[src/verilog/sdm_pkg.sv]
// Constants, field layouts and carrier types of the memory controller block.
// Assumes one system clock; memory clock arrives as a sampled input pin.
// Function
// RL1: Bank selects on pins 19/18, row bits 18:9.
// RL2: Column bits 8:1 on pins 12:5, bit10 precharge.
// RL3: Command register issues init cycles; separate mode-set.
// RL4: One timing setting serves all channels.
// RL5: Software follows the documented initialization order.
// RL6: Refresh count decrements once per refresh.
// RL7: Pending refresh beats every other request.
// RL8: Power-down/self-refresh commands stop refresh generator.
// RL9: Normal-mode command returns memory to operation.
// RL10: Auto power-down when idle; refresh keeps running.
// RL11: Any request wakes memory, then gets served.
// RL12: Ten memory clocks after command-mode wakeup.
// RL13: Auto power-down adds exactly one clock latency.
// RL14: Self-refresh keeps data; power-down loses it.
// RL15: Flash deep power-down needs software re-initialization.
// RL16: Running cycle finishes before any low-power entry.
package sdm_pkg;
	localparam int          REG_AW          = 8;
	localparam logic [7:0]  OFS_CHAN0       = 8'h00;
	localparam logic [7:0]  OFS_CHAN1       = 8'h04;
	localparam logic [7:0]  OFS_CHAN2       = 8'h08;
	localparam logic [7:0]  OFS_CHAN3       = 8'h0C;
	localparam logic [7:0]  OFS_TIMING      = 8'h20;
	localparam logic [7:0]  OFS_COMMAND     = 8'h2C;
	localparam logic [7:0]  OFS_STATUS      = 8'h30;
	// Channel control fields
	localparam int          CH_EN_BIT       = 0;
	localparam int          CH_FLASH_BIT    = 1;
	localparam logic [3:0]  CH_EN_RST       = 4'h0;
	localparam logic [3:0]  CH_FLASH_RST    = 4'h0;
	// Timing fields
	localparam int          TM_PERIOD_LSB   = 0;
	localparam int          TM_COUNT_LSB    = 8;
	localparam int          TM_RCD_LSB      = 16;
	localparam int          TM_RP_LSB       = 18;
	localparam int          TM_AUTO_POWERDOWN_ENABLE_BIT     = 20;
	localparam logic [7:0]  PERIOD_RST      = 8'h40;
	localparam logic [7:0]  COUNT_RST       = 8'h00;
	localparam logic [1:0]  RCD_RST         = 2'h1;
	localparam logic [1:0]  RP_RST          = 2'h1;
	localparam logic        AUTO_POWERDOWN_ENABLE_RST        = 1'b0;
	// Command fields and codes
	localparam int          CMD_CODE_LSB    = 0;
	localparam int          CMD_OPER_LSB    = 16;
	localparam logic [2:0]  CMD_NOP         = 3'h0;
	localparam logic [2:0]  CMD_PRE_ALL     = 3'h1;
	localparam logic [2:0]  CMD_MRS_SDRAM   = 3'h2;
	localparam logic [2:0]  CMD_MRS_FLASH   = 3'h3;
	localparam logic [2:0]  CMD_POWER_DOWN  = 3'h4;
	localparam logic [2:0]  CMD_SELF_REF    = 3'h5;
	localparam logic [2:0]  CMD_NORMAL      = 3'h6;
	// Status fields
	localparam int          ST_CMD_PEND_BIT = 0;
	localparam int          ST_REF_PEND_BIT = 1;
	localparam int          ST_PD_BIT       = 2;
	localparam int          ST_SR_BIT       = 3;
	localparam int          ST_APD_BIT      = 4;
	localparam int          ST_BUSY_BIT     = 5;
	// Memory clocks waited after a command-entered low-power exit
	localparam logic [3:0]  WAKE_TICKS      = 4'hA;
	// Physical address bit positions
	localparam int          PA_ROW_MSB      = 18;
	localparam int          PA_ROW_LSB      = 9;
	localparam int          PA_COL_MSB      = 8;
	localparam int          PA_COL_LSB      = 1;
	localparam int          PA_HI_MSB       = 21;
	localparam int          PA_HI_LSB       = 20;
	localparam int          PA_ROW10        = 19;
	localparam int          PA_CX_MSB       = 23;
	localparam int          PA_CX_LSB       = 22;
	// Pin command codes {ras_n, cas_n, we_n}
	localparam logic [2:0]  PIN_NOP         = 3'h7;
	localparam logic [2:0]  PIN_ACT         = 3'h3;
	localparam logic [2:0]  PIN_READ        = 3'h5;
	localparam logic [2:0]  PIN_WRITE       = 3'h4;
	localparam logic [2:0]  PIN_PRE         = 3'h2;
	localparam logic [2:0]  PIN_REF         = 3'h1;
	localparam logic [2:0]  PIN_MRS         = 3'h0;

	typedef struct packed {
		logic        cke;
		logic [3:0]  cs_n;
		logic [2:0]  rcw_n;
		logic [19:16] addr_hi;
		logic        row_col_bit10_pin;
		logic [14:5] addr_lo;
	} sdm_mem_pins_t;

	typedef struct packed {
		logic [1:0]  chan;
		logic        write;
		logic [27:0] addr;
	} sdm_acc_t;

	typedef enum logic [2:0] {
		ST_IDLE, ST_RCD, ST_WAIT, ST_PD, ST_SR, ST_APD, ST_WAKE
	} sdm_state_t;

	localparam sdm_mem_pins_t PINS_RST = '{cke: 1'b1, cs_n: 4'hF, rcw_n: PIN_NOP,
		addr_hi: 4'h0, row_col_bit10_pin: 1'b0, addr_lo: 10'h000};
endpackage : sdm_pkg

[src/verilog/sdm_ctrl.sv]
// Memory controller core: register port, init commands, refresh, low-power modes.
// Assumes a same-clock register master and access requester; memory clock is a pin.
`timescale 1ns/100ps
module sdm_ctrl
	import sdm_pkg::*;
#(
	parameter int BANK0_BIT = 22,
	parameter int BANK1_BIT = 23
) (
	input  wire logic        clk_sys,
	input  wire logic        sys_rst,
	input  wire logic [7:0]  reg_addr,
	input  wire logic [31:0] reg_wdata,
	input  wire logic        reg_wr,
	input  wire logic        reg_rd,
	output logic      [31:0] reg_rdata,
	input  wire logic        memory_clock,
	input  wire logic        acc_req,
	input  wire sdm_acc_t    acc,
	output logic             acc_ack,
	output sdm_mem_pins_t    mem
);
	logic        tick;
	logic [3:0]  ch_en, ch_flash;
	logic [7:0]  ref_period, ref_cnt;
	logic [1:0]  trcd, trp;
	logic        auto_powerdown_enable;
	logic        cmd_pend;
	logic [2:0]  cmd_code;
	logic [14:0] cmd_oper;
	logic [3:0]  next_ch_en, next_ch_flash;
	logic [7:0]  next_ref_period, next_ref_cnt;
	logic [1:0]  next_trcd, next_trp;
	logic        next_auto_powerdown_enable;
	logic        next_cmd_pend;
	logic [2:0]  next_cmd_code;
	logic [14:0] next_cmd_oper;
	logic [31:0] next_reg_rdata;
	logic [7:0]  ref_tmr, next_ref_tmr;
	logic        ref_pend, next_ref_pend;
	sdm_state_t  st, next_st;
	logic [3:0]  wake_cnt, next_wake_cnt;
	logic [1:0]  wait_cnt, next_wait_cnt;
	sdm_acc_t    acc_q, next_acc_q;
	sdm_mem_pins_t next_mem;
	logic        next_acc_ack;
	logic        ref_issue, cmd_take, exit_req, gen_run;

	sdm_edge_sync u_clk_sync (
		.clk_sys (clk_sys),
		.sys_rst (sys_rst),
		.din     (memory_clock),
		.rise    (tick)
	);

	assign ref_issue = tick && st == ST_IDLE && ref_pend;                 // RL7
	assign cmd_take  = tick && st == ST_IDLE && !ref_pend && cmd_pend;
	assign exit_req  = ref_pend || cmd_pend || acc_req;                   // RL11
	assign gen_run   = st != ST_PD && st != ST_SR;                        // RL8

	// Register file
	always_comb begin
		next_ch_en                 = ch_en;
		next_ch_flash              = ch_flash;
		next_ref_period            = ref_period;
		next_ref_cnt               = ref_cnt;
		next_trcd                  = trcd;
		next_trp                   = trp;
		next_auto_powerdown_enable = auto_powerdown_enable;
		next_cmd_pend              = cmd_pend;
		next_cmd_code              = cmd_code;
		next_cmd_oper              = cmd_oper;
		next_reg_rdata             = 32'h0000_0000;
		if (ref_issue && ref_cnt != 8'h00)
			next_ref_cnt = ref_cnt - 8'h01;                                 // RL6
		if (cmd_take)
			next_cmd_pend = 1'b0;
		if (reg_wr) begin
			case (reg_addr)
				OFS_CHAN0, OFS_CHAN1, OFS_CHAN2, OFS_CHAN3: begin
					next_ch_en[reg_addr[3:2]]    = reg_wdata[CH_EN_BIT];
					next_ch_flash[reg_addr[3:2]] = reg_wdata[CH_FLASH_BIT];
				end
				OFS_TIMING: begin
					// One setting for every channel
					next_ref_period            = reg_wdata[TM_PERIOD_LSB +: 8];  // RL4
					next_ref_cnt               = reg_wdata[TM_COUNT_LSB +: 8];
					next_trcd                  = reg_wdata[TM_RCD_LSB +: 2];
					next_trp                   = reg_wdata[TM_RP_LSB +: 2];
					next_auto_powerdown_enable = reg_wdata[TM_AUTO_POWERDOWN_ENABLE_BIT];
				end
				OFS_COMMAND: begin
					// New command wins over the clear of the old one
					next_cmd_pend = 1'b1;                                     // RL3
					next_cmd_code = reg_wdata[CMD_CODE_LSB +: 3];
					next_cmd_oper = reg_wdata[CMD_OPER_LSB +: 15];
				end
				default: ;
			endcase
		end
		if (reg_rd) begin
			case (reg_addr)
				OFS_CHAN0, OFS_CHAN1, OFS_CHAN2, OFS_CHAN3: begin
					next_reg_rdata[CH_EN_BIT]    = ch_en[reg_addr[3:2]];
					next_reg_rdata[CH_FLASH_BIT] = ch_flash[reg_addr[3:2]];
				end
				OFS_TIMING: begin
					next_reg_rdata[TM_PERIOD_LSB +: 8] = ref_period;
					next_reg_rdata[TM_COUNT_LSB +: 8]  = ref_cnt;
					next_reg_rdata[TM_RCD_LSB +: 2]    = trcd;
					next_reg_rdata[TM_RP_LSB +: 2]     = trp;
					next_reg_rdata[TM_AUTO_POWERDOWN_ENABLE_BIT]        = auto_powerdown_enable;
				end
				OFS_COMMAND: begin
					next_reg_rdata[CMD_CODE_LSB +: 3]  = cmd_code;
					next_reg_rdata[CMD_OPER_LSB +: 15] = cmd_oper;
				end
				OFS_STATUS: begin
					next_reg_rdata[ST_CMD_PEND_BIT] = cmd_pend;
					next_reg_rdata[ST_REF_PEND_BIT] = ref_pend;
					next_reg_rdata[ST_PD_BIT]       = st == ST_PD;
					next_reg_rdata[ST_SR_BIT]       = st == ST_SR;
					next_reg_rdata[ST_APD_BIT]      = st == ST_APD;
					next_reg_rdata[ST_BUSY_BIT]     = st != ST_IDLE;
				end
				default: ;
			endcase
		end
	end

	always_ff @(posedge clk_sys) begin
		if (sys_rst) begin
			ch_en                 <= CH_EN_RST;
			ch_flash              <= CH_FLASH_RST;
			ref_period            <= PERIOD_RST;
			ref_cnt               <= COUNT_RST;
			trcd                  <= RCD_RST;
			trp                   <= RP_RST;
			auto_powerdown_enable <= AUTO_POWERDOWN_ENABLE_RST;
			cmd_pend              <= 1'b0;
			cmd_code              <= CMD_NOP;
			cmd_oper              <= 15'h0000;
			reg_rdata             <= 32'h0000_0000;
		end else begin
			ch_en                 <= next_ch_en;
			ch_flash              <= next_ch_flash;
			ref_period            <= next_ref_period;
			ref_cnt               <= next_ref_cnt;
			trcd                  <= next_trcd;
			trp                   <= next_trp;
			auto_powerdown_enable <= next_auto_powerdown_enable;
			cmd_pend              <= next_cmd_pend;
			cmd_code              <= next_cmd_code;
			cmd_oper              <= next_cmd_oper;
			reg_rdata             <= next_reg_rdata;
		end
	end

	// Refresh generator; frozen in command-entered low power, alive in auto power-down
	always_comb begin
		next_ref_tmr  = ref_tmr;
		next_ref_pend = ref_pend;
		if (ref_issue)
			next_ref_pend = 1'b0;
		if (tick && gen_run) begin                                          // RL8 RL10
			if (ref_tmr == 8'h00) begin
				next_ref_tmr  = ref_period;
				next_ref_pend = 1'b1;
			end else begin
				next_ref_tmr = ref_tmr - 8'h01;
			end
		end
	end

	always_ff @(posedge clk_sys) begin
		if (sys_rst) begin
			ref_tmr  <= PERIOD_RST;
			ref_pend <= 1'b0;
		end else begin
			ref_tmr  <= next_ref_tmr;
			ref_pend <= next_ref_pend;
		end
	end

	// Sequencer: pins change only on a memory clock tick
	always_comb begin
		next_st       = st;
		next_wake_cnt = wake_cnt;
		next_wait_cnt = wait_cnt;
		next_acc_q    = acc_q;
		next_mem      = mem;
		next_acc_ack  = 1'b0;
		if (tick) begin
			next_mem.cs_n  = 4'hF;
			next_mem.rcw_n = PIN_NOP;
			case (st)
				ST_IDLE: begin
					if (ref_pend) begin
						next_mem.cs_n  = ~ch_en;                                // RL7
						next_mem.rcw_n = PIN_REF;
						next_wait_cnt  = trp;
						next_st        = ST_WAIT;
					end else if (cmd_pend) begin
						next_wait_cnt = trp;
						next_st       = ST_WAIT;
						case (cmd_code)
							CMD_PRE_ALL: begin
								next_mem.cs_n              = ~ch_en;
								next_mem.rcw_n             = PIN_PRE;
								next_mem.row_col_bit10_pin = 1'b1;
							end
							CMD_MRS_SDRAM, CMD_MRS_FLASH: begin
								// Mode set goes to one memory kind at a time
								next_mem.cs_n = (cmd_code == CMD_MRS_FLASH) ?
									~(ch_en & ch_flash) : ~(ch_en & ~ch_flash);       // RL3
								next_mem.rcw_n = PIN_MRS;
								{next_mem.addr_hi, next_mem.row_col_bit10_pin,
									next_mem.addr_lo} = cmd_oper;
							end
							CMD_POWER_DOWN: begin
								// No refresh here, so DRAM contents decay
								next_mem.cke = 1'b0;                                // RL8 RL14
								next_st      = ST_PD;
							end
							CMD_SELF_REF: begin
								next_mem.cke   = 1'b0;                              // RL8 RL14
								next_mem.cs_n  = ~ch_en;
								next_mem.rcw_n = PIN_REF;
								next_st        = ST_SR;
							end
							default: next_st = ST_IDLE;                           // RL9
						endcase
					end else if (acc_req) begin
						next_acc_q     = acc;
						next_mem.cs_n  = ~(4'h1 << acc.chan);
						next_mem.rcw_n = PIN_ACT;
						next_mem.addr_hi = {acc.addr[BANK0_BIT], acc.addr[BANK1_BIT],
							acc.addr[PA_HI_MSB:PA_HI_LSB]};                      // RL1
						next_mem.row_col_bit10_pin = acc.addr[PA_ROW10];
						next_mem.addr_lo = acc.addr[PA_ROW_MSB:PA_ROW_LSB];     // RL1
						next_wait_cnt  = trcd;
						next_st        = ST_RCD;
					end else if (auto_powerdown_enable) begin
						next_mem.cke = 1'b0;                                    // RL10 RL16
						next_st      = ST_APD;
					end
				end
				ST_RCD: begin
					if (wait_cnt == 2'h0) begin
						next_mem.cs_n  = ~(4'h1 << acc_q.chan);
						next_mem.rcw_n = acc_q.write ? PIN_WRITE : PIN_READ;
						next_mem.row_col_bit10_pin = 1'b1;                       // RL2
						next_mem.addr_lo = {acc_q.addr[PA_CX_MSB:PA_CX_LSB],
							acc_q.addr[PA_COL_MSB:PA_COL_LSB]};                  // RL2
						next_acc_ack  = 1'b1;
						next_wait_cnt = trp;
						next_st       = ST_WAIT;
					end else begin
						next_wait_cnt = wait_cnt - 2'h1;
					end
				end
				ST_WAIT: begin
					// Cycle completes before any low-power entry
					if (wait_cnt == 2'h0)
						next_st = ST_IDLE;                                      // RL16
					else
						next_wait_cnt = wait_cnt - 2'h1;
				end
				ST_PD, ST_SR: begin
					if (exit_req) begin
						next_mem.cke  = 1'b1;                                   // RL11 RL9
						next_wake_cnt = WAKE_TICKS;                             // RL12
						next_st       = ST_WAKE;
					end
				end
				ST_APD: begin
					// Straight back to idle: only the cke rise costs a clock
					if (exit_req) begin
						next_mem.cke = 1'b1;                                    // RL13
						next_st      = ST_IDLE;
					end
				end
				ST_WAKE: begin
					if (wake_cnt <= 4'h1)
						next_st = ST_IDLE;                                      // RL12
					else
						next_wake_cnt = wake_cnt - 4'h1;
				end
				default: next_st = ST_IDLE;
			endcase
		end
	end

	always_ff @(posedge clk_sys) begin
		if (sys_rst) begin
			st       <= ST_IDLE;
			wake_cnt <= 4'h0;
			wait_cnt <= 2'h0;
			acc_q    <= '0;
			mem      <= PINS_RST;
			acc_ack  <= 1'b0;
		end else begin
			st       <= next_st;
			wake_cnt <= next_wake_cnt;
			wait_cnt <= next_wait_cnt;
			acc_q    <= next_acc_q;
			mem      <= next_mem;
			acc_ack  <= next_acc_ack;
		end
	end

	a_row_mapping: assert property (@(posedge clk_sys) disable iff (sys_rst) // RL1
		(tick && st == ST_IDLE && !ref_pend && !cmd_pend && acc_req) |=>
		(mem.rcw_n == PIN_ACT && mem.addr_lo == acc_q.addr[18:9] &&
		 mem.addr_hi[19] == acc_q.addr[BANK0_BIT]))
		else $error("row address mapping wrong");
	a_col_mapping: assert property (@(posedge clk_sys) disable iff (sys_rst) // RL2
		acc_ack |-> (mem.row_col_bit10_pin && mem.addr_lo[12:5] == acc_q.addr[8:1] &&
		 mem.addr_lo[14:13] == acc_q.addr[23:22]))
		else $error("column address mapping wrong");
	a_mrs_split: assert property (@(posedge clk_sys) disable iff (sys_rst) // RL3
		(cmd_take && cmd_code == CMD_MRS_SDRAM) |=> ((~mem.cs_n & ch_flash) == 4'h0))
		else $error("sdram mode set reached a flash channel");
	a_ref_count: assert property (@(posedge clk_sys) disable iff (sys_rst) // RL6
		(ref_issue && ref_cnt != 8'h00 && !reg_wr) |=> ref_cnt == $past(ref_cnt) - 8'h01)
		else $error("refresh count did not step down");
	a_ref_priority: assert property (@(posedge clk_sys) disable iff (sys_rst) // RL7
		(tick && st == ST_IDLE && ref_pend) |=> (mem.rcw_n == PIN_REF && st == ST_WAIT))
		else $error("refresh lost priority");
	a_gen_frozen: assert property (@(posedge clk_sys) disable iff (sys_rst) // RL8
		(st == ST_SR || st == ST_PD) ##1 (st == ST_SR || st == ST_PD) |-> $stable(ref_tmr))
		else $error("refresh generator ran in low power");
	a_apd_refresh: assert property (@(posedge clk_sys) disable iff (sys_rst) // RL10
		(st == ST_APD && tick && ref_tmr != 8'h00) |=> ref_tmr == $past(ref_tmr) - 8'h01)
		else $error("refresh generator stopped in auto power-down");
	a_wake_exit: assert property (@(posedge clk_sys) disable iff (sys_rst) // RL11
		(tick && st == ST_SR && exit_req) |=> (st == ST_WAKE && mem.cke))
		else $error("request did not wake memory");
	a_wake_ten: assert property (@(posedge clk_sys) disable iff (sys_rst) // RL12
		(tick && st == ST_PD && exit_req) |=> (wake_cnt == 4'hA && st == ST_WAKE))
		else $error("wake delay not ten clocks");
	a_apd_one: assert property (@(posedge clk_sys) disable iff (sys_rst) // RL13
		(tick && st == ST_APD && exit_req) |=> (st == ST_IDLE && mem.cke))
		else $error("auto power-down exit latency wrong");
	a_finish_first: assert property (@(posedge clk_sys) disable iff (sys_rst) // RL16
		(st == ST_RCD || st == ST_WAIT) |=> !(st == ST_PD || st == ST_SR || st == ST_APD))
		else $error("low power entered mid cycle");
endmodule : sdm_ctrl

[src/verilog/sdm_edge_sync.sv]
// Three-stage synchroniser with rising-edge detection for the memory clock pin.
// Assumes the pin is far slower than clk_sys.
`timescale 1ns/100ps
module sdm_edge_sync (
	input  wire logic clk_sys,
	input  wire logic sys_rst,
	input  wire logic din,
	output logic      rise
);
	logic [2:0] sh;
	logic       lvl;
	logic [2:0] next_sh;
	logic       next_lvl;
	logic       next_rise;

	always_comb begin
		next_sh   = {sh[1:0], din};
		next_lvl  = lvl;
		next_rise = 1'b0;
		// A level counts only once stages two and three agree
		if (sh[1] == sh[2]) begin
			next_lvl  = sh[2];
			next_rise = sh[2] & ~lvl;
		end
	end

	always_ff @(posedge clk_sys) begin
		if (sys_rst) begin
			sh   <= 3'h0;
			lvl  <= 1'b0;
			rise <= 1'b0;
		end else begin
			sh   <= next_sh;
			lvl  <= next_lvl;
			rise <= next_rise;
		end
	end
endmodule : sdm_edge_sync

[config.mk]
export PLATFORM = sky130hd
export DESIGN_NAME = sdm_ctrl
export DESIGN_NICKNAME = d
export VERILOG_FILES = /design/src/verilog/sdm_pkg.sv /design/src/verilog/sdm_ctrl.sv /design/src/verilog/sdm_edge_sync.sv
export SDC_FILE = /design/constraint.sdc
export NUM_CORES = 1
export LEC_CHECK = 0
export BUFFER_PORTS_ARGS = -buffer_cell sky130_fd_sc_hd__buf_2
export CAP_MARGIN = 20
export CORE_UTILIZATION = 55
export DETAILED_ROUTE_END_ITERATION = 12
export PLACE_DENSITY = 0.88
export SYNTH_ARGS = -nofsm -noshare
export SYNTH_HDL_FRONTEND = slang
export SYNTH_HIERARCHICAL = 1
export SYNTH_SLANG_ARGS = --single-unit
[constraint.sdc]
create_clock -name clk_sys -period 2.95 [get_ports clk_sys]
set_input_delay 0.1475 -clock clk_sys [delete_from_list [all_inputs] [get_ports clk_sys]]
set_output_delay 0.1475 -clock clk_sys [all_outputs]
set_load 0.02 [all_outputs]
* Word-level counts from Yosys, hierarchy flattened *
Index checks and enable logic that the tools add are counted.

cells by class
  bitwise operators = 18
  mux-type cells = 63
  equality and inequality tests = 38
  reductions and logical operators = 44
  add/subtract/negate cells = 4
  shift operators = 2
  $lt $le $gt $ge = 3

operators by type and width
  cell                                                                    number
  8-bit two-way mux                                                       4
  3-bit two-way mux                                                       9
  8-bit by 6-bit equality test with 1-bit output (second input constant)  3
  4-bit NOT                                                               6
  23-bit two-way mux                                                      1
  11-bit two-way mux                                                      2
  22-bit two-way mux                                                      1
  11-bit case mux with 2 select lines                                     1
  7-bit case mux with 3 select lines                                      1
  3-bit case mux with 6 select lines                                      1
  8-bit by 4-bit equality test with 1-bit output (second input constant)  2
  8-bit logical NOT                                                       2
  1-bit two-way mux                                                       16
  4-bit two-way mux                                                       4
  2-bit != test (second input constant)                                   8
  8-bit by 1-bit subtractor with 8-bit output (second input constant)     2
  3-bit equality test (second input constant)                             5
  3-bit != test (second input constant)                                   5
  3-bit OR reduction                                                      5
  7-bit two-way mux                                                       2
  7-bit case mux with 2 select lines                                      1
  7-bit AND reduction                                                     2
  3-bit by 2-bit equality test with 1-bit output (second input constant)  4
  6-bit AND reduction                                                     2
  43 further kinds                                                        83

word-level totals
  word-level logic and storage cells = 204
  bits in registers = 154

* Depth between registers and ports, before layout *
Gate-level depths: netlist of the first run.

  depth in word-level cells = 8
  depth in mapped cells = 10
  depth with buffers taken out = 7

* Modules after synthesis *
The synthesis of the first run kept the hierarchy.

modules (own cells, without submodules)
  module         instances  area an instance (sq um)  cells each
  sdm_ctrl       1          6170.9                    751
  sdm_edge_sync  1          148.9                     12

* Worst setup path after synthesis of the first run *
OpenSTA, ideal clock, no wires.

  path kind = register to register
  from = register ref_tmr[0]
  to = register ref_tmr[3]
  clock period less this slack = 2171 ps
  required time = 2818 ps
  library setup time = 132 ps
  slack = 779 ps
  path buffers = 2
  arrival time = 2038 ps
  cell stages (with the launch flop) = 10
  path through = dfxtp_1 -> inv_1 -> ha_1 -> or4b_1 -> buf_2 -> or4_4 -> buf_6 -> mux2_4 -> nand2_1 -> a21oi_1

between the ends
  cells in the longest elaborated chain, start to end = 2

RTL lines
  what                                                                                     RTL line                          text
  start: declaration                                                                       sdm_ctrl.sv:39                    logic [7:0] ref_tmr, next_ref_tmr;
  start signal: assignment                                                                 sdm_ctrl.sv:180                   ref_tmr <= next_ref_tmr;
  8-bit by 1-bit subtractor with 8-bit output / 8-bit logical NOT (equally long branches)  sdm_ctrl.sv:170, sdm_ctrl.sv:166
  8-bit two-way mux (*)                                                                    sdm_ctrl.sv:166                   if (ref_tmr == 8'h00) begin

Mark *: on every way between the ends. The rest lies on a longest branch, timed or not.
A chain may end at the register's enable or synchronous reset.

* Worst setup path in the final report of the first run *
  from = register ref_tmr[0]
  to = register ref_tmr[0]

Same word-level chain as after synthesis.

==> out/results.ini, run 1 <==
[setup_path]
critPathLaunchType = flop
r2r_start = ref_tmr[0]$_SDFFE_PP0P_
timing.rr.end = ref_tmr[0]$_SDFFE_PP0P_
arrival_ns = 2.64
cp-end-kind = flop
cp_cell_sequence = inv_1 > ha_1 > or4b_1 > or4_4 > and3_1 > a221oi_2 > nor2_1
worst-path-buf-inv = 1
r2r_slack_ns = 0.60
r2r_cells = 7
crit_family = simple AND/OR/NAND/NOR gates
critPathKind = flop to flop
required_ns = 3.24
slowest_stage = or4b_1
max_stage_delay_ns = 0.59
path_max_fanout = 7

[timing]
fin_tns_setup_ns = 0
fmax_mhz = 426
finClkSkew_ns = 0.0114
final_hold_viol_count = 1
period_needed_ns = 2.35
period_share_pct = 79.6
fin_hold_ws_ns = -0.0115
rsz0062_at_grt = no
setup_violations = 0
relSlewSlack_pct = 47.4
maxSlewViolCount = 0
tightest_slew_ns = 0.787

[clock_tree]
clk_pin_slew_worst_paths_ns = 0.06
clock_latency_ns = 0.43
cts_tree = done
h-tree-depth = 4
numCtsBuffers = 17
clock-root-buffer = clkbuf_16
post_cts_buffers = 0
clock_sinks = 139
clockBufferDepth = 2
post_cts_resized = 0

[power_and_ir_drop]
vdd_drop_max_v = 0.000536
power_density_mw_per_mm2 = 536
power.leakage_nw = 3.34

[global_routing]
grt_pass1_vias = 5720
grt_pass1_wl_um = 28200
grt_max_degree = 67
grt_util_all_layers_pct = 30.9
overflow = 0
antenna_found_initial = 0

[synthesis]
ys_seq_elements = 139
synth_top_area_share_pct = 44.0
synthXorXnorAreaFrac_pct = 0.970
synth_area_per_cell_um2 = 8.28
async_flop_share_pct = 0
yosysTopAreaCell = dfxtp_1
synth-main-ff-cell = dfxtp_1
synthesis.area_mm2 = 0.00632
yosys.area_share.simple_pct = 25.5
synthMuxAreaShare_pct = 5.40
ys_types = 66
yosys_warnings = 6
synth-edff-count = 0
synth_area_leaders = dfxtp_1 44%, a21oi_1 5.7%, nand2_1 5.5%
synth_top_family_by_area = simple AND/OR/NAND/NOR gates
synth_compound_area_share_pct = 17.9
ys_seq_area_share_pct = 44.0
synth_nets = 847
synth_cells = 763
synthAdderAreaFrac_pct = 1.39

[placement]
gp_congestion = 0.909
hpwl_um = 11400
place_inst = 988
numPortBuffers = 125

[floorplan]
ios = 133
initial_utilization_pct = 57.3
row_count = 38
die_h_um = 109
placeableCoreArea_mm2 = 0.0110
die_area_mm2 = 0.0119
die_x_um = 109

[finish]
layout_commonest_cell = dfxtp_1
drive_gt1_share_pct = 20.9
stdcell_count = 1055
nNetsFinal = 986
area_delta_synth_final_pct = 26.2
num_antenna_cells = 0
layout_common_cells = 139 x dfxtp_1, 124 x buf_2, 92 x nand2_1

[detailed_routing]
vias = 6299
drc_errors = 0
met3_wirelength_um = 1510
wire_per_inst_um = 17.2
dr.pass1.iters = 7
viasPerCell = 5.97
wl_met2_um = 8690
drt_iter0_drc = 882
final_antenna_net_count = 0
dr.max_layer_used = met4
met1_length_um = 7380
drt_wl_total_um = 18100

[run_status]
violations = negative hold slack
status = complete, but fails checks

[min_path]
hold_depth = 3
min_to = cmd_oper[7]$_SDFFE_PP0P_
min_path_type = primary input to flop
min_from = reg_wdata[23]

[job]
maxCapViolCount = 0

flip-flops by register name, summed over array words and instances (netlist names), 2 cells and up:
signal / flops
cmd_code: 3
ch_flash: 4
trp: 2
ref_tmr: 8
ref_cnt: 8
reg_rdata: 31
wake_cnt: 4
u_clk_sync/sh: 3
acc_q: 13
wait_cnt: 2
ch_en: 4
trcd: 2
st: 3
ref_period: 8
cmd_oper: 15
mem: 23
cells by family after synthesis:
kind of cell	count (synthesis)
AND/OR/NAND/NOR	328
AO/OA/AOI/OAI	176
flip-flops	139
buffers and inverters	74
multiplexers	31
adder cells (fa/ha/maj)	7
XOR/XNOR	7
other	1
routing by layer:
| layer | global-route usage [%] | up-vias |
|---|---|---|
| met3 | 7.77 | 57 |
| li1 | - | 2981 |
| met4 | 14.4 | 0 |
| met2 | 48.7 | 352 |
| met5 | 0 | - |
| met1 | 39.5 | 2909 |
timing repair:
item,CTS,global route
hold endpoints to repair,37,2
hold buffers,33,2
endpoints found under the setup margin,0,0
through the flow:
stage          area [um^2]  utilization [%]  setup WS [ns]  total power (W)
6_report              7970             72.3          0.603          0.00427
5_1_grt               7970             72.3          0.351          0.00438
4_1_cts               7950             72.1          0.653          0.00427
3_5_place_dp          7020             63.6          0.658          0.00208
3_3_place_gp          7020             63.6          0.740          0.00208
2_1_floorplan         6320                -          0.779          0.00200
layout make-up:
| cell class | count | area [um^2] |
|---|---|---|
| clock buffer | 19 | 453 |
| tap | 140 | 175 |
| fill | 759 | 3060 |
| clock inverter | 13 | 153 |
| timing repair buffer | 178 | 1110 |
| inverter | 16 | 60.1 |
| sequential | 139 | 2780 |
| multi-input combinational | 550 | 3240 |
worst max path at each step:
stage,start,to,slack (ns),cells after the start
2_1_floorplan,ref_tmr[0]$_SDFFE_PP0P_,ref_tmr[3]$_SDFFE_PP0P_,0.78,9
3_3_place_gp,ref_tmr[0]$_SDFFE_PP0P_,ref_tmr[0]$_SDFFE_PP0P_,0.74,7
3_5_place_dp,st[1]$_SDFFE_PP0P_,ref_tmr[7]$_SDFFE_PP0P_,0.66,5
4_1_cts,ref_tmr[0]$_SDFFE_PP0P_,ref_tmr[0]$_SDFFE_PP0P_,0.65,7
5_1_grt,st[1]$_SDFFE_PP0P_,ref_tmr[6]$_SDFFE_PP1P_,0.35,5
6_report,ref_tmr[0]$_SDFFE_PP0P_,ref_tmr[0]$_SDFFE_PP0P_,0.60,7
worst reg2reg max path, cell delays in order, from the launching register on:
cell      delay, ns
dfxtp_1        0.34
inv_1          0.11
ha_1           0.19
or4b_1         0.59
or4_4          0.52
and3_1         0.22
a221oi_2       0.17
nor2_1         0.06
where the power goes:
part           switching [W]  internal, W  leakage, nW  total [W]
Clock               0.000882      0.00131        0.288    0.00219
Sequential        0.00000331      0.00188         1.12    0.00188
Combinational       0.000107    0.0000941         1.93   0.000201
Total               0.000992      0.00328         3.34    0.00427
cells in the mapped netlist, types with 3 or more instances:
cell type,n
nor2_1,91
a22oi_1,10
nor3_1,18
nand2_1,92
o21ai_0,21
a21oi_1,72
o21a_1,3
nor2b_1,12
nand3b_1,6
nand2b_1,9
mux2i_1,27
inv_1,16
a311oi_1,4
or3_1,15
nor3b_1,8
and3_1,16
o211ai_1,7
or3b_2,3
buf_2,9
nand3_1,22
nor4_1,8
a221oi_1,12
xnor2_1,6
or2_2,4
clkbuf_1,44
a211oi_1,17
buf_1,3
and2_1,11
a31oi_1,10
ha_1,7
dfxtp_1,139
Power figures use the tool's default switching activity.
==> run 2: changes to the inputs <==
Settings changed: CORE_UTILIZATION 55 to 49, PLACE_DENSITY 0.88 to 0.84.
Clock period 2.95 ns to 2.1 ns, I/O delays scaled along.
==> run 2 against run 1 <==
Against the previous run:
- the flow now finishes without violations
- critical path type unchanged
- clock power is 37% higher
- largest power group unchanged
- total power is 39% higher
- sequential power is 41% higher
==> out/results.ini, run 2 (synthesized netlist as in run 1, its figures left out) <==
[floorplan]
ios = 133  ; unchanged
die_area_mm2 = 0.0134  ; +12%
placeableCoreArea_mm2 = 0.0126  ; +14%
die_x_um = 116  ; +5.8%
initial_utilization_pct = 50.1  ; -7.2 points
die_h_um = 116  ; +5.8%
row_count = 41  ; +7.9%

[clock_tree]
clock_latency_ns = 0.43  ; about the same
h-tree-depth = 4  ; unchanged
clk_pin_slew_worst_paths_ns = 0.06  ; about the same
clockBufferDepth = 2  ; unchanged
clock_sinks = 139  ; unchanged
cts_tree = done
numCtsBuffers = 17  ; unchanged
clock-root-buffer = clkbuf_16

[timing]
fin_hold_ws_ns = 0.0540  ; +0.0655 ns
period_needed_ns = 2.06  ; -0.287 ns
period_share_pct = 98.1  ; +19 points
finClkSkew_ns = 0.00669  ; -0.00474 ns
fmax_mhz = 485  ; +14%
maxSlewViolCount = 0  ; unchanged
rsz0062_at_grt = yes
tightest_slew_ns = 0.769  ; -0.0186 ns
relSlewSlack_pct = 48.8  ; +1.3 points
final_hold_viol_count = 0  ; -1
setup_violations = 0  ; unchanged

[global_routing]
overflow = 0  ; unchanged
grt_pass1_wl_um = 29300  ; +4.0%
grt_util_all_layers_pct = 28.5  ; -2.4 points
grt_pass1_vias = 5897  ; +3.1%
antenna_found_initial = 1  ; +1
grt_max_degree = 72  ; +7.5%

[setup_path]
critPathKind = flop to flop
path_max_fanout = 6  ; -1
arrival_ns = 2.36  ; -0.28 ns
cp-end-kind = flop
critPathLaunchType = flop
required_ns = 2.40  ; -0.84 ns

[job]
maxCapViolCount = 0  ; unchanged

[finish]
largestRegisters = reg_rdata: 31 flops, mem: 23 flops, cmd_oper: 15 flops
layout_commonest_cell = dfxtp_1
multi_input_area_mm2 = 0.00326  ; +0.66%
fillers = 1006  ; +33%
final_area_mm2 = 0.00832  ; +4.3%
post-route-util_pct = 65.9  ; -6.4 points
layout_common_cells = 135 x dfxtp_1, 124 x buf_2, 92 x nand2_1
area_delta_synth_final_pct = 31.6
top_register = reg_rdata
stdcell_count = 1120  ; +6.2%
largest_register_ffs = 31  ; unchanged
nNetsFinal = 1020  ; +3.4%
regArea_mm2 = 0.00279  ; +0.18%
drive_gt1_share_pct = 23.1  ; +2.3 points

[placement]
numPortBuffers = 125  ; unchanged
gp_congestion = 0.922  ; +1.4%
place_inst = 1039  ; +5.2%
post_dp_cell_area_mm2 = 0.00722  ; +2.9%
hpwl_um = 11800  ; +3.4%

[power_and_ir_drop]
power.leakage_nw = 3.50  ; +4.9%
power_density_mw_per_mm2 = 716  ; +33%
vdd_drop_max_v = 0.000493  ; -8.1%
power_w = 0.00595  ; +39%

[detailed_routing]
drc_errors = 0  ; unchanged
viasPerCell = 5.76  ; -3.5%
wire_per_inst_um = 16.5  ; -4.0%
drt_wl_total_um = 18500  ; +1.9%
vias = 6450  ; +2.4%
dr.pass1.iters = 6  ; -1
drt_iter0_drc = 628  ; -29%
final_antenna_net_count = 0  ; unchanged

[run_status]
status = completed

[min_path]
min_path_type = primary input to flop

run 2: changes by cell type in the layout (fill, tap and decap cells not counted), moves of 2 or more:
cell,previous run,this run
inv_2,0,2
dfxtp_1,139,135
dfxtp_2,0,4
clkinvlp_4,3,1
clkinv_2,0,2
dlygate4sd3_1,35,48
clkbuf_8,2,4
buf_4,19,40
inv_6,6,1
inv_1,16,14
run 2: layout make-up:
class / count / area share, %
clock buffer: 21 / 5.78
multi-input combinational: 550 / 39.2
timing repair buffer: 212 / 16.8
sequential: 139 / 33.5
tap: 172 / 2.59
antenna: 1 / 0.0301
clock inverter: 9 / 1.35
inverter: 16 / 0.722
run 2: routing by layer:
| metal | part of all wire (%) | GRT usage (%) | routed length (um) |
|---|---|---|---|
| met5 | 0 | 0 | 0 |
| met4 | 4.1 | 14.4 | 761 |
| met3 | 7.8 | 7.27 | 1440 |
| met2 | 46 | 43.8 | 8510 |
| met1 | 42 | 37.1 | 7770 |
run 2: path summary, 6_finish.rpt:
| check | cells after the start | slack, ns | from | endpoint |
|---|---|---|---|---|
| setup / recovery | 7 | 0.04 | ref_tmr[0]$_SDFFE_PP0P_ | ref_tmr[3]$_SDFFE_PP0P_ |
| hold / removal | 3 | 0.05 | reg_rd | reg_rdata[19]$_SDFF_PP0_ |
| setup reg to reg | 7 | 0.04 | ref_tmr[0]$_SDFFE_PP0P_ | ref_tmr[3]$_SDFFE_PP0P_ |
| hold reg to reg | 1 | 0.45 | u_clk_sync/sh[0]$_SDFF_PP0_ | u_clk_sync/sh[1]$_SDFF_PP0_ |
run 2: critical path, stage by stage (launching register included):
cell	delay, ns
dfxtp_2	0.34
inv_2	0.09
ha_4	0.13
or4b_4	0.45
or4_4	0.49
mux2_4	0.32
nand2_1	0.06
a21oi_1	0.06
run 2: repair_timing:
item	CTS	global route
setup endpoints to repair	0	4
resized for setup	0	3
hold buffers	48	0
hold endpoints to repair	59	0
buffers inserted	0	2
run 2: per-stage QoR:
| stage | worst slack [ns] | setup TNS (ns) |
|---|---|---|
| after floorplan | -0.0369 | -0.0704 |
| after global placement | 0.102 | 0 |
| after detailed placement | 0.0649 | 0 |
| after CTS | 0.0487 | 0 |
| after global routing | -0.00847 | -0.0143 |
| final | 0.0398 | 0 |
run 2: where the power goes:
| group | internal (W) | switching (W) | total, W |
|---|---|---|---|
| Clock | 0.00186 | 0.00114 | 0.00300 |
| Sequential | 0.00264 | 0.00000441 | 0.00265 |
| Combinational | 0.000150 | 0.000154 | 0.000305 |
==> run 3: changes to the inputs <==
Settings changed: RECOVER_POWER set to 50.
==> run 3 against run 2 <==
Against the previous run:
- critical path depth unchanged
- final cell count unchanged
- sequential power about the same
- die area unchanged
- via count up 0.60%
- fmax down 0.15%
- global-route usage unchanged
- clock skew up 0.0010 ns
- largest power group unchanged
==> out/results.ini, run 3 (synthesized netlist as in run 1, its figures left out) <==
[setup_path]
crit_family = simple AND/OR/NAND/NOR gates
path_max_fanout = 6  ; unchanged
worst-path-buf-inv = 1  ; unchanged
critPathKind = flop to flop
slowest_stage = or4_4
required_ns = 2.40  ; about the same
arrival_ns = 2.36  ; about the same
max_stage_delay_ns = 0.49  ; about the same
r2r_slack_ns = 0.04  ; about the same
r2r_start = ref_tmr[0]$_SDFFE_PP0P_
critPathLaunchType = flop
timing.rr.end = ref_tmr[3]$_SDFFE_PP0P_
critical_path_cell_count = 7  ; unchanged
cp-end-kind = flop
r2r_cells = 7  ; unchanged
cp_cell_sequence = inv_2 > ha_4 > or4b_4 > or4_4 > mux2_4 > nand2_1 > a21oi_1

[min_path]
min_from = reg_rd
min_to = reg_rdata[19]$_SDFF_PP0_
min_path_type = primary input to flop
hold_depth = 3  ; unchanged

[global_routing]
overflow = 0  ; unchanged
use_met2_pct = 43.8  ; unchanged
antenna_found_initial = 1  ; unchanged
grt_pass1_vias = 5897  ; unchanged
grt_util_all_layers_pct = 28.5  ; unchanged
top_usage_layer = met2
grtUsageMet1_pct = 37.1  ; unchanged
grt_util_met3_pct = 7.27  ; unchanged
grt_max_degree = 72  ; unchanged
grt_pass1_wl_um = 29300  ; unchanged

[detailed_routing]
drt_iter0_drc = 714  ; +14%
dr.pass1.iters = 6  ; unchanged
wire_per_inst_um = 16.5  ; +0.26%
vias = 6489  ; +0.60%
viasPerCell = 5.79  ; +0.60%
drc_errors = 0  ; unchanged
final_antenna_net_count = 0  ; unchanged
drt_wl_total_um = 18500  ; +0.26%

[timing]
relSlewSlack_pct = 49.9  ; +1.2 points
final_hold_viol_count = 0  ; unchanged
finalWorstSetupSlack_ns = 0.0367  ; -0.00313 ns
setup_violations = 0  ; unchanged
maxSlewViolCount = 0  ; unchanged
period_share_pct = 98.3  ; +0.15 points
tightest_slew_ns = 0.751  ; -0.0179 ns
rsz0062_at_grt = yes
period_needed_ns = 2.06  ; +0.00313 ns
fmax_mhz = 485  ; -0.15%
finClkSkew_ns = 0.00771  ; +0.00102 ns

[clock_tree]
h-tree-depth = 4  ; unchanged
clockBufferDepth = 2  ; unchanged
clk_pin_slew_worst_paths_ns = 0.06  ; about the same
clock-root-buffer = clkbuf_16
cts_tree = done
clock_sinks = 139  ; unchanged
numCtsBuffers = 17  ; unchanged
clock_latency_ns = 0.43  ; about the same

[floorplan]
die_x_um = 116  ; unchanged
ios = 133  ; unchanged
placeableCoreArea_mm2 = 0.0126  ; unchanged
row_count = 41  ; unchanged
initial_utilization_pct = 50.1  ; unchanged
die_h_um = 116  ; unchanged
die_area_mm2 = 0.0134  ; unchanged

[placement]
place_ws_ns = 0.0649  ; unchanged
gp_congestion = 0.922  ; unchanged
numPortBuffers = 125  ; unchanged
post_dp_cell_area_mm2 = 0.00722  ; unchanged
hpwl_um = 11800  ; unchanged
place_inst = 1039  ; unchanged

[job]
maxCapViolCount = 0  ; unchanged

[power_and_ir_drop]
vdd_drop_max_v = 0.000491  ; -0.38%
power.leakage_nw = 3.27  ; -6.7%
power_density_mw_per_mm2 = 723  ; +1.1%

[finish]
largest_register_ffs = 31  ; unchanged
nNetsFinal = 1020  ; unchanged
drive_gt1_share_pct = 16.9  ; -6.2 points
top_register = reg_rdata
layout_commonest_cell = dfxtp_1
final_area_mm2 = 0.00823  ; -1.1%
area_delta_synth_final_pct = 30.2
stdcell_count = 1120  ; unchanged
layout_common_cells = 135 x dfxtp_1, 92 x nand2_1, 91 x nor2_1
largestRegisters = reg_rdata: 31 flops, mem: 23 flops, cmd_oper: 15 flops

[run_status]
status = completed

run 3: layer usage:
| layer | wire, um | vias to the layer above |
|---|---|---|
| met2 | 8520 | 378 |
| met4 | 755 | 0 |
| met5 | 0 | - |
| met1 | 7720 | 2981 |
| met3 | 1530 | 82 |
| li1 | - | 3048 |
run 3: metrics by stage:
step           utilization (%)  hold WS (ns)  total power (W)  setup TNS [ns]
5_1_grt                   65.2        0.0723          0.00610         -0.0143
6_report                  65.2        0.0527          0.00595               0
4_1_cts                   65.7        0.0425          0.00597               0
2_1_floorplan                -         0.172          0.00281         -0.0704
3_5_place_dp              57.2         0.325          0.00293               0
3_3_place_gp              57.2         0.326          0.00293               0
run 3: timing repair:
item | CTS | global route
hold buffers | 48 | 0
endpoints found under the setup margin | 0 | 4
endpoints found under the hold margin | 59 | 0
gates resized for setup | 0 | 3
setup buffers | 0 | 2
run 3: power by group:
part	switching [W]	total, W	internal, W
combinational	0.000153	0.000303	0.000149
sequential	0.00000440	0.00265	0.00264
clock	0.00114	0.00300	0.00186
total	0.00129	0.00595	0.00466
run 3: cell type report:
class | instances | area (um^2)
clock inverters | 9 | 113
clock buffers | 21 | 480
multi-input cells | 550 | 3250
fillers | 1046 | 4390
repair buffers | 212 | 1320
flip-flops and latches | 139 | 2790
inverters | 16 | 60.1
well taps | 172 | 215
diodes | 1 | 2.50
run 3: worst reg2reg max path, cell delays in order (launching register included):
cell     delay (ns)
dfxtp_2        0.34
inv_2          0.09
ha_4           0.13
or4b_4         0.45
or4_4          0.49
mux2_4         0.32
nand2_1        0.06
a21oi_1        0.06
run 3: how the worst max path moves through the flow:
stage	from	to	slack, ns
6_report	ref_tmr[0]$_SDFFE_PP0P_	ref_tmr[3]$_SDFFE_PP0P_	0.04
5_1_grt	ref_tmr[0]$_SDFFE_PP0P_	ref_tmr[3]$_SDFFE_PP0P_	-0.008
4_1_cts	ref_tmr[0]$_SDFFE_PP0P_	ref_tmr[0]$_SDFFE_PP0P_	0.05
3_5_place_dp	ref_tmr[0]$_SDFFE_PP0P_	ref_tmr[0]$_SDFFE_PP0P_	0.06
3_3_place_gp	ref_tmr[0]$_SDFFE_PP0P_	ref_tmr[0]$_SDFFE_PP0P_	0.10
2_1_floorplan	ref_tmr[0]$_SDFFE_PP0P_	ref_tmr[3]$_SDFFE_PP0P_	-0.04
